`config.mk`:
```
export PLATFORM = sky130hd
export DESIGN_NAME = hw_monitor_irq_mask_regs
export DESIGN_NICKNAME = d
export VERILOG_FILES = /design/src/include/hw_monitor_pkg.sv /design/src/rtl/hw_monitor_irq_mask_regs.sv
export VERILOG_INCLUDE_DIRS = /design/src /design/src/include
export SDC_FILE = /design/constraint.sdc
export NUM_CORES = 1
export LEC_CHECK = 0
export BUFFER_PORTS_ARGS = -buffer_cell sky130_fd_sc_hd__buf_4
export CAP_MARGIN = 20
export CORE_ASPECT_RATIO = 0.6
export CORE_MARGIN = 2
export CORE_UTILIZATION = 55
export CTS_CLUSTER_DIAMETER = 30
export DETAILED_ROUTE_END_ITERATION = 12
export PLACE_DENSITY = 0.76
export RECOVER_POWER = 50
export SETUP_SLACK_MARGIN = 0.05
export SKIP_CTS_REPAIR_TIMING = 1
export SLEW_MARGIN = 20
export SYNTH_ARGS = -nofsm -noshare
export SYNTH_HDL_FRONTEND = slang
export SYNTH_SLANG_ARGS = --single-unit
```
`constraint.sdc`:
```
create_clock -name mclk -period 4.2 [get_ports mclk]
set_input_delay 0.84 -clock mclk [delete_from_list [all_inputs] [get_ports mclk]]
set_output_delay 0.84 -clock mclk [all_outputs]
set_load 0.01 [all_outputs]
```
`src/include/hw_monitor_defs.svh`:
```
// Offsets, field positions, reset values and timing counts of the
// hardware-monitor mask bank. Included by the register bank and the host port model.
`ifndef HW_MONITOR_DEFS_SVH
`define HW_MONITOR_DEFS_SVH

`define PORT_BOOT_PROGRESS_CODE_A          3'h0
`define PORT_BOOT_PROGRESS_CODE_B          3'h4
`define PORT_INDEX           3'h5
`define PORT_DATA            3'h6

`define REG_MGMT_MASK_B      7'h44
`define REG_HOST_MASK_A      7'h45
`define REG_HOST_MASK_B      7'h46
`define REG_VID_FAN_DIV      7'h47
`define REG_SLAVE_ADDR       7'h48
`define REG_CHIP_RESET_ID    7'h49

`define RST_MGMT_MASK_B      8'h00
`define RST_HOST_MASK_A      8'h00
`define RST_HOST_MASK_B      8'h40
`define RST_FAN_DIV          4'h5
`define RST_SLAVE_ADDR       7'h2d
`define RST_INDEX            7'h00

`define BIT_RESET_EN         7
`define BIT_CHASSIS_CLR      7
`define BIT_CHIP_RESET       5
`define BOOT_PROGRESS_CODE_LAST            5'h1f

`define PULSE_TIME_MS        20
`define MCLK_PERIOD_NS       50
`define PULSE_CYCLES_CALC    ((`PULSE_TIME_MS * 1000000 + `MCLK_PERIOD_NS - 1) / `MCLK_PERIOD_NS)

`endif

```
`src/include/hw_monitor_pkg.sv`:
```
// Types shared by the hardware-monitor mask bank.
// Assumes the constants header is on the include path.
package hw_monitor_pkg;
    typedef logic [7:0] byte_t;
    typedef logic [2:0] port_sel_t;
    typedef enum logic [0:0] {
        PULSE_IDLE = 1'b0,
        PULSE_LOW  = 1'b1
    } pulse_state_t;
endpackage

```
`src/rtl/hw_monitor_irq_mask_regs.sv`:
```
// Mask registers, fan divisor, slave address, chip reset and boot code RAM.
// Assumes status flags and configuration bits come from neighbouring logic.
//
// What this block does
// RULE1: Mgmt mask B bits 0-6 block bank-B flags
// RULE2: Mask B bit 7 gates reset pulse request
// RULE3: Host mask A blocks bank-A flags
// RULE4: Host mask B bits 0-6 block bank-B flags
// RULE5: Host mask B powers up as 40h
// RULE6: Chassis clear bit drives 20 ms pulse
// RULE7: 47h low nibble reads voltage-ID pins
// RULE8: 47h bits 5:4 pick fan 1 divisor
// RULE9: 47h bits 7:6 pick fan 2 divisor
// RULE10: Fan divisor bits power up as 0101
// RULE11: Slave address resets 2Dh, bit 7 zero
// RULE12: 49h shows pin 4 and identity bit
// RULE13: Chip reset bit restores every register
// RULE14: Boot code writes store and advance pointer
// RULE15: Pointer at 1Fh flags overflow, stops
// RULE16: Reads use own pointer, never overflow
// RULE17: Mgmt mask B, host mask A reset 00h
// RULE18: Overflow flag is bank-B status bit 5
// RULE19: Enabled reset request drives 20 ms pulse
// RULE20: Config bits enable the two outputs
// RULE21: Output asserts on any unmasked flag
`timescale 1ns/10ps
`default_nettype none
`include "hw_monitor_defs.svh"

module hw_monitor_irq_mask_regs #(
    parameter int PULSE_CYCLES = `PULSE_CYCLES_CALC,
    parameter bit ID_BIT       = 1'b0   // Arbitrary value
) (
    input  wire logic                      mclk,
    input  wire logic                      rst_n,
    input  wire hw_monitor_pkg::port_sel_t port_sel,
    input  wire logic                      port_wr,
    input  wire logic                      port_rd,
    input  wire hw_monitor_pkg::byte_t     port_wdata,
    output var  hw_monitor_pkg::byte_t     port_rdata,
    input  wire hw_monitor_pkg::byte_t     status_bank_a,
    input  wire logic [6:0]                status_bank_b,
    input  wire hw_monitor_pkg::byte_t     mgmt_mask_a,
    input  wire logic                      ovf_clear,
    input  wire logic                      cfg_mgmt_en,
    input  wire logic                      cfg_host_en,
    input  wire logic                      cfg_int_clear,
    input  wire logic                      cfg_reset_req,
    input  wire logic                      init_req,
    input  wire logic [3:0]                voltage_id_low_pins,
    input  wire logic                      voltage_id_pin_4,
    output var  logic                      mgmt_interrupt_out_n,
    output var  logic                      host_irq_out_n,
    output var  logic                      reset_pin_n,
    output var  logic                      chassis_pin_o,
    output var  logic                      chassis_pin_oe_n,
    output var  logic                      cfg_reset_done,
    output var  logic                      ovf_flag,
    output var  logic [1:0]                tach_input_1_div_code,
    output var  logic [1:0]                tach_input_2_div_code,
    output var  logic [6:0]                slave_addr,
    output var  logic                      soft_reset_out
);
    import hw_monitor_pkg::*;

    localparam int CNT_W = $clog2(PULSE_CYCLES + 1);

    if (PULSE_CYCLES < 1) begin : g_bad_pulse
        $error("PULSE_CYCLES must be at least one");
    end

    logic [7:0] mgmt_mask_b_q;
    logic [7:0] host_mask_a_q;
    logic [7:0] host_mask_b_q;
    logic [3:0] fan_div_q;
    logic [6:0] slave_q;
    logic [6:0] index_q;
    logic [4:0] wptr_q;
    logic [4:0] rptr_q;
    logic       ovf_q;
    logic       soft_q;
    logic       mgmt_n_q;
    logic       host_n_q;
    logic [7:0] rdata_q;
    byte_t      boot_progress_code_code_ram [32];
    logic [1:0] pulse_go;
    logic [1:0] pulse_done;
    logic [1:0] pulse_pin_n;
    byte_t      rd_mux;

    // Decode
    wire reg_rst   = !rst_n || soft_q;
    wire part_rst  = reg_rst || init_req;
    wire wr_data   = port_wr && (port_sel == `PORT_DATA);
    wire wr_index  = port_wr && (port_sel == `PORT_INDEX);
    wire in_boot_progress_code   = (index_q[6:5] == 2'b00);
    wire boot_progress_code_wr   = port_wr && ((port_sel == `PORT_BOOT_PROGRESS_CODE_A) || (port_sel == `PORT_BOOT_PROGRESS_CODE_B));
    wire boot_progress_code_rd   = port_rd && ((port_sel == `PORT_INDEX) || (port_sel == `PORT_DATA)) && in_boot_progress_code;
    wire wr_mmb    = wr_data && (index_q == `REG_MGMT_MASK_B);
    wire wr_hma    = wr_data && (index_q == `REG_HOST_MASK_A);
    wire wr_hmb    = wr_data && (index_q == `REG_HOST_MASK_B);
    wire wr_fan    = wr_data && (index_q == `REG_VID_FAN_DIV);
    wire wr_slave  = wr_data && (index_q == `REG_SLAVE_ADDR);
    wire wr_chip   = wr_data && (index_q == `REG_CHIP_RESET_ID);
    wire wptr_full = (wptr_q == `BOOT_PROGRESS_CODE_LAST);

    // RULE18: Overflow sits at bit 5
    wire [6:0] stat_b = {status_bank_b[6], ovf_q, status_bank_b[4:0]};

    // RULE1: Mgmt masking
    wire mgmt_hit = |(status_bank_a & ~mgmt_mask_a) || |(stat_b & ~mgmt_mask_b_q[6:0]);
    // RULE3: Host masking
    wire host_hit_a = |(status_bank_a & ~host_mask_a_q);
    // RULE4: Host masking
    wire host_hit = host_hit_a || |(stat_b & ~host_mask_b_q[6:0]);

    // RULE2: Reset enable gates
    assign pulse_go[0] = cfg_reset_req && mgmt_mask_b_q[`BIT_RESET_EN] && !pulse_done[0];
    assign pulse_go[1] = host_mask_b_q[`BIT_CHASSIS_CLR] && !pulse_done[1];

    // Pulse engines run off the power-on reset only, so a chip reset
    // write cannot cut a pulse already on the pin short.
    for (genvar ch = 0; ch < 2; ch++) begin : g_pulse
        pulse_state_t     st_q;
        pulse_state_t     st_d;
        logic [CNT_W-1:0] cnt_q;
        logic             pin_q;
        logic             done_q;
        wire cnt_end = (cnt_q == CNT_W'(PULSE_CYCLES - 1));
        always_comb begin
            st_d = st_q;
            case (st_q)
                PULSE_IDLE: if (pulse_go[ch]) st_d = PULSE_LOW;
                PULSE_LOW:  if (cnt_end) st_d = PULSE_IDLE;
                default:    st_d = PULSE_IDLE;
            endcase
        end
        // RULE6: Timed low pulse
        // RULE19: Timed low pulse
        always_ff @(posedge mclk) begin
            if (!rst_n) begin
                st_q   <= PULSE_IDLE;
                cnt_q  <= '0;
                pin_q  <= 1'b1;
                done_q <= 1'b0;
            end else begin
                st_q   <= st_d;
                cnt_q  <= (st_q == PULSE_LOW && !cnt_end) ? cnt_q + 1'b1 : '0;
                pin_q  <= (st_d != PULSE_LOW);
                done_q <= (st_q == PULSE_LOW) && cnt_end;
            end
        end
        assign pulse_done[ch]  = done_q;
        assign pulse_pin_n[ch] = pin_q;
    end

    // RULE17: Mask reset values
    // RULE5: Host mask B default
    always_ff @(posedge mclk) begin
        if (part_rst) begin
            mgmt_mask_b_q <= `RST_MGMT_MASK_B;
            host_mask_a_q <= `RST_HOST_MASK_A;
            host_mask_b_q <= `RST_HOST_MASK_B;
        end else begin
            if (wr_mmb) mgmt_mask_b_q <= port_wdata;
            if (wr_hma) host_mask_a_q <= port_wdata;
            // RULE6: Self clearing bit
            if (wr_hmb) host_mask_b_q <= port_wdata;
            else if (pulse_done[1]) host_mask_b_q[`BIT_CHASSIS_CLR] <= 1'b0;
        end
    end

    // RULE10: Divisor defaults
    // RULE8: Fan 1 code
    // RULE9: Fan 2 code
    always_ff @(posedge mclk) begin
        if (part_rst) begin
            fan_div_q <= `RST_FAN_DIV;
            index_q   <= `RST_INDEX;
        end else begin
            if (wr_fan) fan_div_q <= port_wdata[7:4];
            if (wr_index) index_q <= port_wdata[6:0];
        end
    end

    // RULE11: Slave address
    // Configuration init leaves the slave address alone; chip reset does not.
    always_ff @(posedge mclk) begin
        if (reg_rst) slave_q <= `RST_SLAVE_ADDR;
        else if (wr_slave) slave_q <= port_wdata[6:0];
    end

    // RULE13: Chip reset pulse
    always_ff @(posedge mclk) begin
        if (!rst_n) soft_q <= 1'b0;
        else soft_q <= wr_chip && port_wdata[`BIT_CHIP_RESET] && !soft_q;
    end

    // RULE14: Store and advance
    // RULE15: Stop at last
    always_ff @(posedge mclk) begin
        if (part_rst) begin
            wptr_q <= '0;
            rptr_q <= '0;
            ovf_q  <= 1'b0;
        end else begin
            if (boot_progress_code_wr && !wptr_full) wptr_q <= wptr_q + 5'h01;
            // RULE16: Separate read pointer
            if (boot_progress_code_rd) rptr_q <= rptr_q + 5'h01;
            // Set wins over a clear in the same cycle
            if (boot_progress_code_wr && wptr_full) ovf_q <= 1'b1;
            else if (ovf_clear) ovf_q <= 1'b0;
        end
    end

    // RAM contents survive resets; only the pointers and the overflow flag return home.
    always_ff @(posedge mclk) begin
        if (boot_progress_code_wr) boot_progress_code_code_ram[wptr_q] <= port_wdata;
    end

    // RULE7: Live pin nibble
    // RULE12: Pin 4 and identity
    always_comb begin
        case (index_q)
            `REG_MGMT_MASK_B:   rd_mux = mgmt_mask_b_q;
            `REG_HOST_MASK_A:   rd_mux = host_mask_a_q;
            `REG_HOST_MASK_B:   rd_mux = host_mask_b_q;
            `REG_VID_FAN_DIV:   rd_mux = {fan_div_q, voltage_id_low_pins};
            `REG_SLAVE_ADDR:    rd_mux = {1'b0, slave_q};
            `REG_CHIP_RESET_ID: rd_mux = {ID_BIT, 6'h00, voltage_id_pin_4};
            default:            rd_mux = in_boot_progress_code ? boot_progress_code_code_ram[rptr_q] : 8'h00;
        endcase
    end

    always_ff @(posedge mclk) begin
        if (!rst_n) rdata_q <= 8'h00;
        else if (port_rd) rdata_q <= (port_sel == `PORT_INDEX) ? {1'b0, index_q} : rd_mux;
    end

    // RULE20: Output enables
    // RULE21: Any unmasked flag
    always_ff @(posedge mclk) begin
        if (!rst_n) begin
            mgmt_n_q <= 1'b1;
            host_n_q <= 1'b1;
        end else begin
            mgmt_n_q <= !(cfg_mgmt_en && !cfg_int_clear && mgmt_hit);
            host_n_q <= !(cfg_host_en && !cfg_int_clear && host_hit);
        end
    end

    assign port_rdata           = rdata_q;
    assign mgmt_interrupt_out_n = mgmt_n_q;
    assign host_irq_out_n       = host_n_q;
    assign reset_pin_n          = pulse_pin_n[0];
    assign chassis_pin_o        = 1'b0 & pulse_pin_n[1];
    assign chassis_pin_oe_n     = pulse_pin_n[1];
    assign cfg_reset_done       = pulse_done[0];
    assign ovf_flag             = ovf_q;
    assign tach_input_1_div_code        = fan_div_q[1:0];
    assign tach_input_2_div_code        = fan_div_q[3:2];
    assign slave_addr           = slave_q;
    assign soft_reset_out       = soft_q;

    // Helper: length of the chassis low pulse
    logic [CNT_W:0] ast_low_cnt;
    always_ff @(posedge mclk) begin
        if (!rst_n || chassis_pin_oe_n) ast_low_cnt <= '0;
        else ast_low_cnt <= ast_low_cnt + 1'b1;
    end

    AST_MGMT_MASKED: assert property (@(posedge mclk) disable iff (!rst_n) // RULE1
        !mgmt_hit |=> mgmt_interrupt_out_n)
        else $error("Mgmt output asserted with all flags masked");
    AST_RESET_GATED: assert property (@(posedge mclk) disable iff (!rst_n) // RULE2
        (reset_pin_n && !pulse_go[0]) |=> reset_pin_n)
        else $error("Reset pulse started without enable");
    AST_HOST_MASKED: assert property (@(posedge mclk) disable iff (!rst_n) // RULE4
        !host_hit |=> host_irq_out_n)
        else $error("Host output asserted with all flags masked");
    AST_HOST_RAISED: assert property (@(posedge mclk) disable iff (!rst_n) // RULE21
        (cfg_host_en && !cfg_int_clear && host_hit_a) |=> !host_irq_out_n)
        else $error("Unmasked bank A flag did not reach host output");
    AST_SOFT_DEFAULTS: assert property (@(posedge mclk) disable iff (!rst_n) // RULE13
        soft_q |=> (host_mask_b_q == 8'h40 && mgmt_mask_b_q == 8'h00 && slave_q == 7'h2d && wptr_q == 5'h00))
        else $error("Chip reset left a register off its default");
    AST_CHASSIS_LEN: assert property (@(posedge mclk) disable iff (!rst_n) // RULE6
        $rose(chassis_pin_oe_n) |-> (ast_low_cnt == (CNT_W+1)'(PULSE_CYCLES))
            ##1 (!host_mask_b_q[7] || $past(wr_hmb)))
        else $error("Chassis pulse length or self clear wrong");
    AST_PTR_ADVANCE: assert property (@(posedge mclk) disable iff (!rst_n || soft_q || init_req) // RULE14
        (boot_progress_code_wr && !wptr_full) |=> (wptr_q == $past(wptr_q) + 5'h01 && !ovf_q == !$past(ovf_q)))
        else $error("Write pointer did not advance");
    AST_OVF_STOP: assert property (@(posedge mclk) disable iff (!rst_n || soft_q || init_req) // RULE15
        (boot_progress_code_wr && wptr_full) |=> (ovf_flag && wptr_q == 5'h1f) ##1 (wptr_q == 5'h1f || $past(init_req)))
        else $error("Overflow not flagged or pointer moved");
    AST_READ_NO_OVF: assert property (@(posedge mclk) disable iff (!rst_n) // RULE16
        (boot_progress_code_rd && !boot_progress_code_wr && !ovf_q) |=> !ovf_flag)
        else $error("Boot code read raised overflow");
    AST_VID_READ: assert property (@(posedge mclk) disable iff (!rst_n) // RULE7
        (port_rd && port_sel == 3'h6 && index_q == 7'h47) |=> port_rdata[3:0] == $past(voltage_id_low_pins))
        else $error("Pin nibble not returned");
    AST_SLAVE_TOP: assert property (@(posedge mclk) disable iff (!rst_n) // RULE11
        (port_rd && port_sel == 3'h6 && index_q == 7'h48) |=> !port_rdata[7])
        else $error("Slave address bit 7 not zero");

endmodule // hw_monitor_irq_mask_regs
`default_nettype wire

```
==> impl_metrics.yaml <==
sta:
  setup_tns_ps: 0
  timing.final.ws_setup_ps: 1010
  rsz0062_at_grt: "false"
  fin_crit_ps: 3190
  clock_skew_ps: 18.2
  finalMaxSlewViolations: 352
  fmax_mhz: 314
  setup_viol: 0
  hold_violations: 0
  tightest_slew_ps: 2170
  maxSlewHeadroom_pct: -44.9
  fin_crit_sh_pct: 75.9
layout:
  diodes: 0
  post_route_cells_drive_above_1_share_pct: 18.8
  finalNonFillerCells: 1477
  area_growth_pct: 13.4
  nets: 1142
  post-route-cell-area_sq_um: 17100
  final_common_cell: "edfxtp_1"
  layout_common_cells: "edfxtp_1, nor2_1, dfxtp_1, mux4_2, nand2_1"
critical_path:
  start_kind: "primary input"
  crit_arrival_ps: 3520
  path_cells: "clkbuf_1 > nor2b_1 > nand2b_1 > clkbuf_1 > nor2_1"
  critPathSlowestCell: "clkbuf_1"
  required_ps: 4530
  worstPathMaxFanout: 44
  cp_common_cell: "clkbuf_1"
  cp-end-kind: "flip-flop"
  worst_path_largest_cell_delay_ps: 1450
  critPathKind: "in -> reg"
clock_tree:
  cts_root_buf: "clkbuf_16"
  insertion_delay_ps: 540
  cts_tree: "done"
  cts_buffers: 43
  cts_sinks: 369
  cts_buffer_depth: 3
  cts-htree-levels: 2
  path_clk_slew_ps: 60
synthesis:
  synth_seq_cells: 369
  yosysTopAreaCell: "edfxtp_1"
  ys_seq_area_share_pct: 65.8
  syn_area_sq_um: 15100
  synth_warnings: 0
  ys_types: 66
  synthFlopType: "edfxtp_1"
  syn-num-nets: 1066
  synth_area_leaders: "edfxtp_1, dfxtp_1, mux4_2"
  synthCells: 1009
  synth_edf_count: 256
  synthArstFlopShare_pct: 0
  synth_area_per_cell_sq_um: 15.0
  synth_top_cell_area_share_pct: 50.9
status:
  outcome: "finished, violations left"
  violations: "capacitance limit, slew limit"
routing:
  firstDrtPassIters: 5
  routed_wl_microns: 35200
  drtIter0Drc: 1287
  viasPerCell: 6.18
  drc_errors: 0
  via_count: 9121
  wl_per_cell_microns: 23.8
  ant_nets: 0
floorplanning:
  coreArea_sq_um: 26700
  num_rows: 46
  start_util_pct: 56.6
  die_w_microns: 218
  dieHeight_microns: 132
  die_area_sq_um: 28900
  num_io_pins: 76
placed_design:
  preCtsSetupSlack_ps: 1180
  dp.cells: 1400
  portBuffers: 73
  place_area_sq_um: 15900
  place_hpwl_microns: 22000
  gp_congestion: 0.866
global_route:
  grt_pass1_vias: 8930
  grt.met1_usage_pct: 38.3
  antenna_found_initial: 0
  gr-total-overflow: 0
  grtUsageMet3_pct: 7.68
  gr-max-usage-layer: "met1"
  grt_use_total_pct: 24.8
  met2_usage_pct: 34.4
  grt_max_degree: 45
  grt_pass1_wl_microns: 53500
flow_run:
  drv_cap: 9
worst_hold_path:
  hold_path.class: "in -> reg"
power:
  p_total_mw: 7.72
  ir_drop_v: 0.000420
  power.density_nw_per_um2: 450
  p_leak_nw: 5.49
per-layer routing:
metal | routed length, microns | share of wire, %
met1 | 15300 | 44
met3 | 4100 | 12
met4 | 633 | 1.8
met2 | 15100 | 43
met5 | 0 | 0
kinds of logic (layout without fill, tap and decap cells):
| logic type | count (synthesis) | count (layout) | synth area share, % |
|---|---|---|---|
| flip-flops | 369 | 369 | 65.8 |
| AND/OR/NAND/NOR | 306 | 306 | 10.4 |
| multiplexers | 127 | 127 | 14.4 |
| AO/OA/AOI/OAI | 84 | 84 | 3.73 |
| buffers and inverters | 73 | 181 | 2.55 |
| XOR/XNOR | 41 | 41 | 2.38 |
| adder cells (fa/ha/maj) | 8 | 8 | 0.662 |
| other | 1 | 1 | 0.0248 |
worst max-delay path, delay by kind of cell:
family / cells / cell delay [ps]
buffers and inverters: 2 / 1940
and+or+nand+nor: 3 / 690
path summary, 6_finish.rpt:
check / start / to / slack, ps / depth (start not counted)
max: rst_n / rptr_q[4] / 1010 / 5
min: cfg_mgmt_en / mgmt_interrupt_out_n / 480 / 2
max reg2reg: flip-flop / port_rdata[1] / 1560 / 5
min reg2reg: g_pulse[1].cnt_q[0] / g_pulse[1].cnt_q[0] / 480 / 1
sequential cells by signal, summed over array words and instances (netlist names), named ones only:
| signal | flops |
|---|---|
| ovf_flag | 1 |
| host_irq_out_n | 1 |
| host_mask_b_q | 8 |
| slave_addr | 7 |
| fan_div_q | 4 |
| cfg_reset_done | 1 |
| mgmt_mask_b_q | 8 |
| rptr_q | 5 |
| index_q | 7 |
| chassis_pin_oe_n | 1 |
| g_pulse.st_q | 2 |
| wptr_q | 5 |
| soft_reset_out | 1 |
| host_mask_a_q | 8 |
| mgmt_interrupt_out_n | 1 |
| g_pulse.cnt_q | 38 |
| boot_progress_code_code_ram | 256 |
| reset_pin_n | 1 |
| port_rdata | 8 |
| g_pulse.done_q | 1 |
per-stage QoR:
step,utilization (%),hold WS [ps]
finish,64.2,482
detailed placement,59.5,470
global route,64.2,497
CTS,64.7,474
floorplan,-,438
global placement,59.5,461
layout make-up:
type / count / area (sq um)
Fill cell: 1946 / 9570
Timing Repair Buffer: 81 / 513
Inverter: 23 / 86.3
Multi-Input combinational cell: 567 / 4760
Tap cell: 360 / 450
Sequential cell: 369 / 9950
Clock buffer: 51 / 1140
Clock inverter: 26 / 231
cell usage after synthesis (all sizes together), types with 3 or more instances:
cell / count
nand3b: 6
mux2: 7
clkbuf: 21
edfxtp: 256
a22oi: 10
or3: 3
nand2: 53
nor2: 123
o22ai: 15
ha: 8
and4: 7
nor3b: 5
o21ai: 9
mux4: 72
nor4bb: 3
xor2: 29
nand3: 41
mux2i: 48
buf: 29
o2111a: 4
nor3: 11
inv: 23
a211oi: 7
nand4: 13
dfxtp: 113
a21oi: 21
nand2b: 3
nor4: 8
nor2b: 7
xnor2: 12
o211ai: 6
and3: 11
and2: 4
power by group:
group	leakage [nW]	switching, mW	internal (mW)
Sequential	3.22	0.0146	3.90
Clock	0.654	1.52	2.09
Combinational	1.62	0.131	0.0732
No activity file was read; power rests on OpenSTA's default activity.
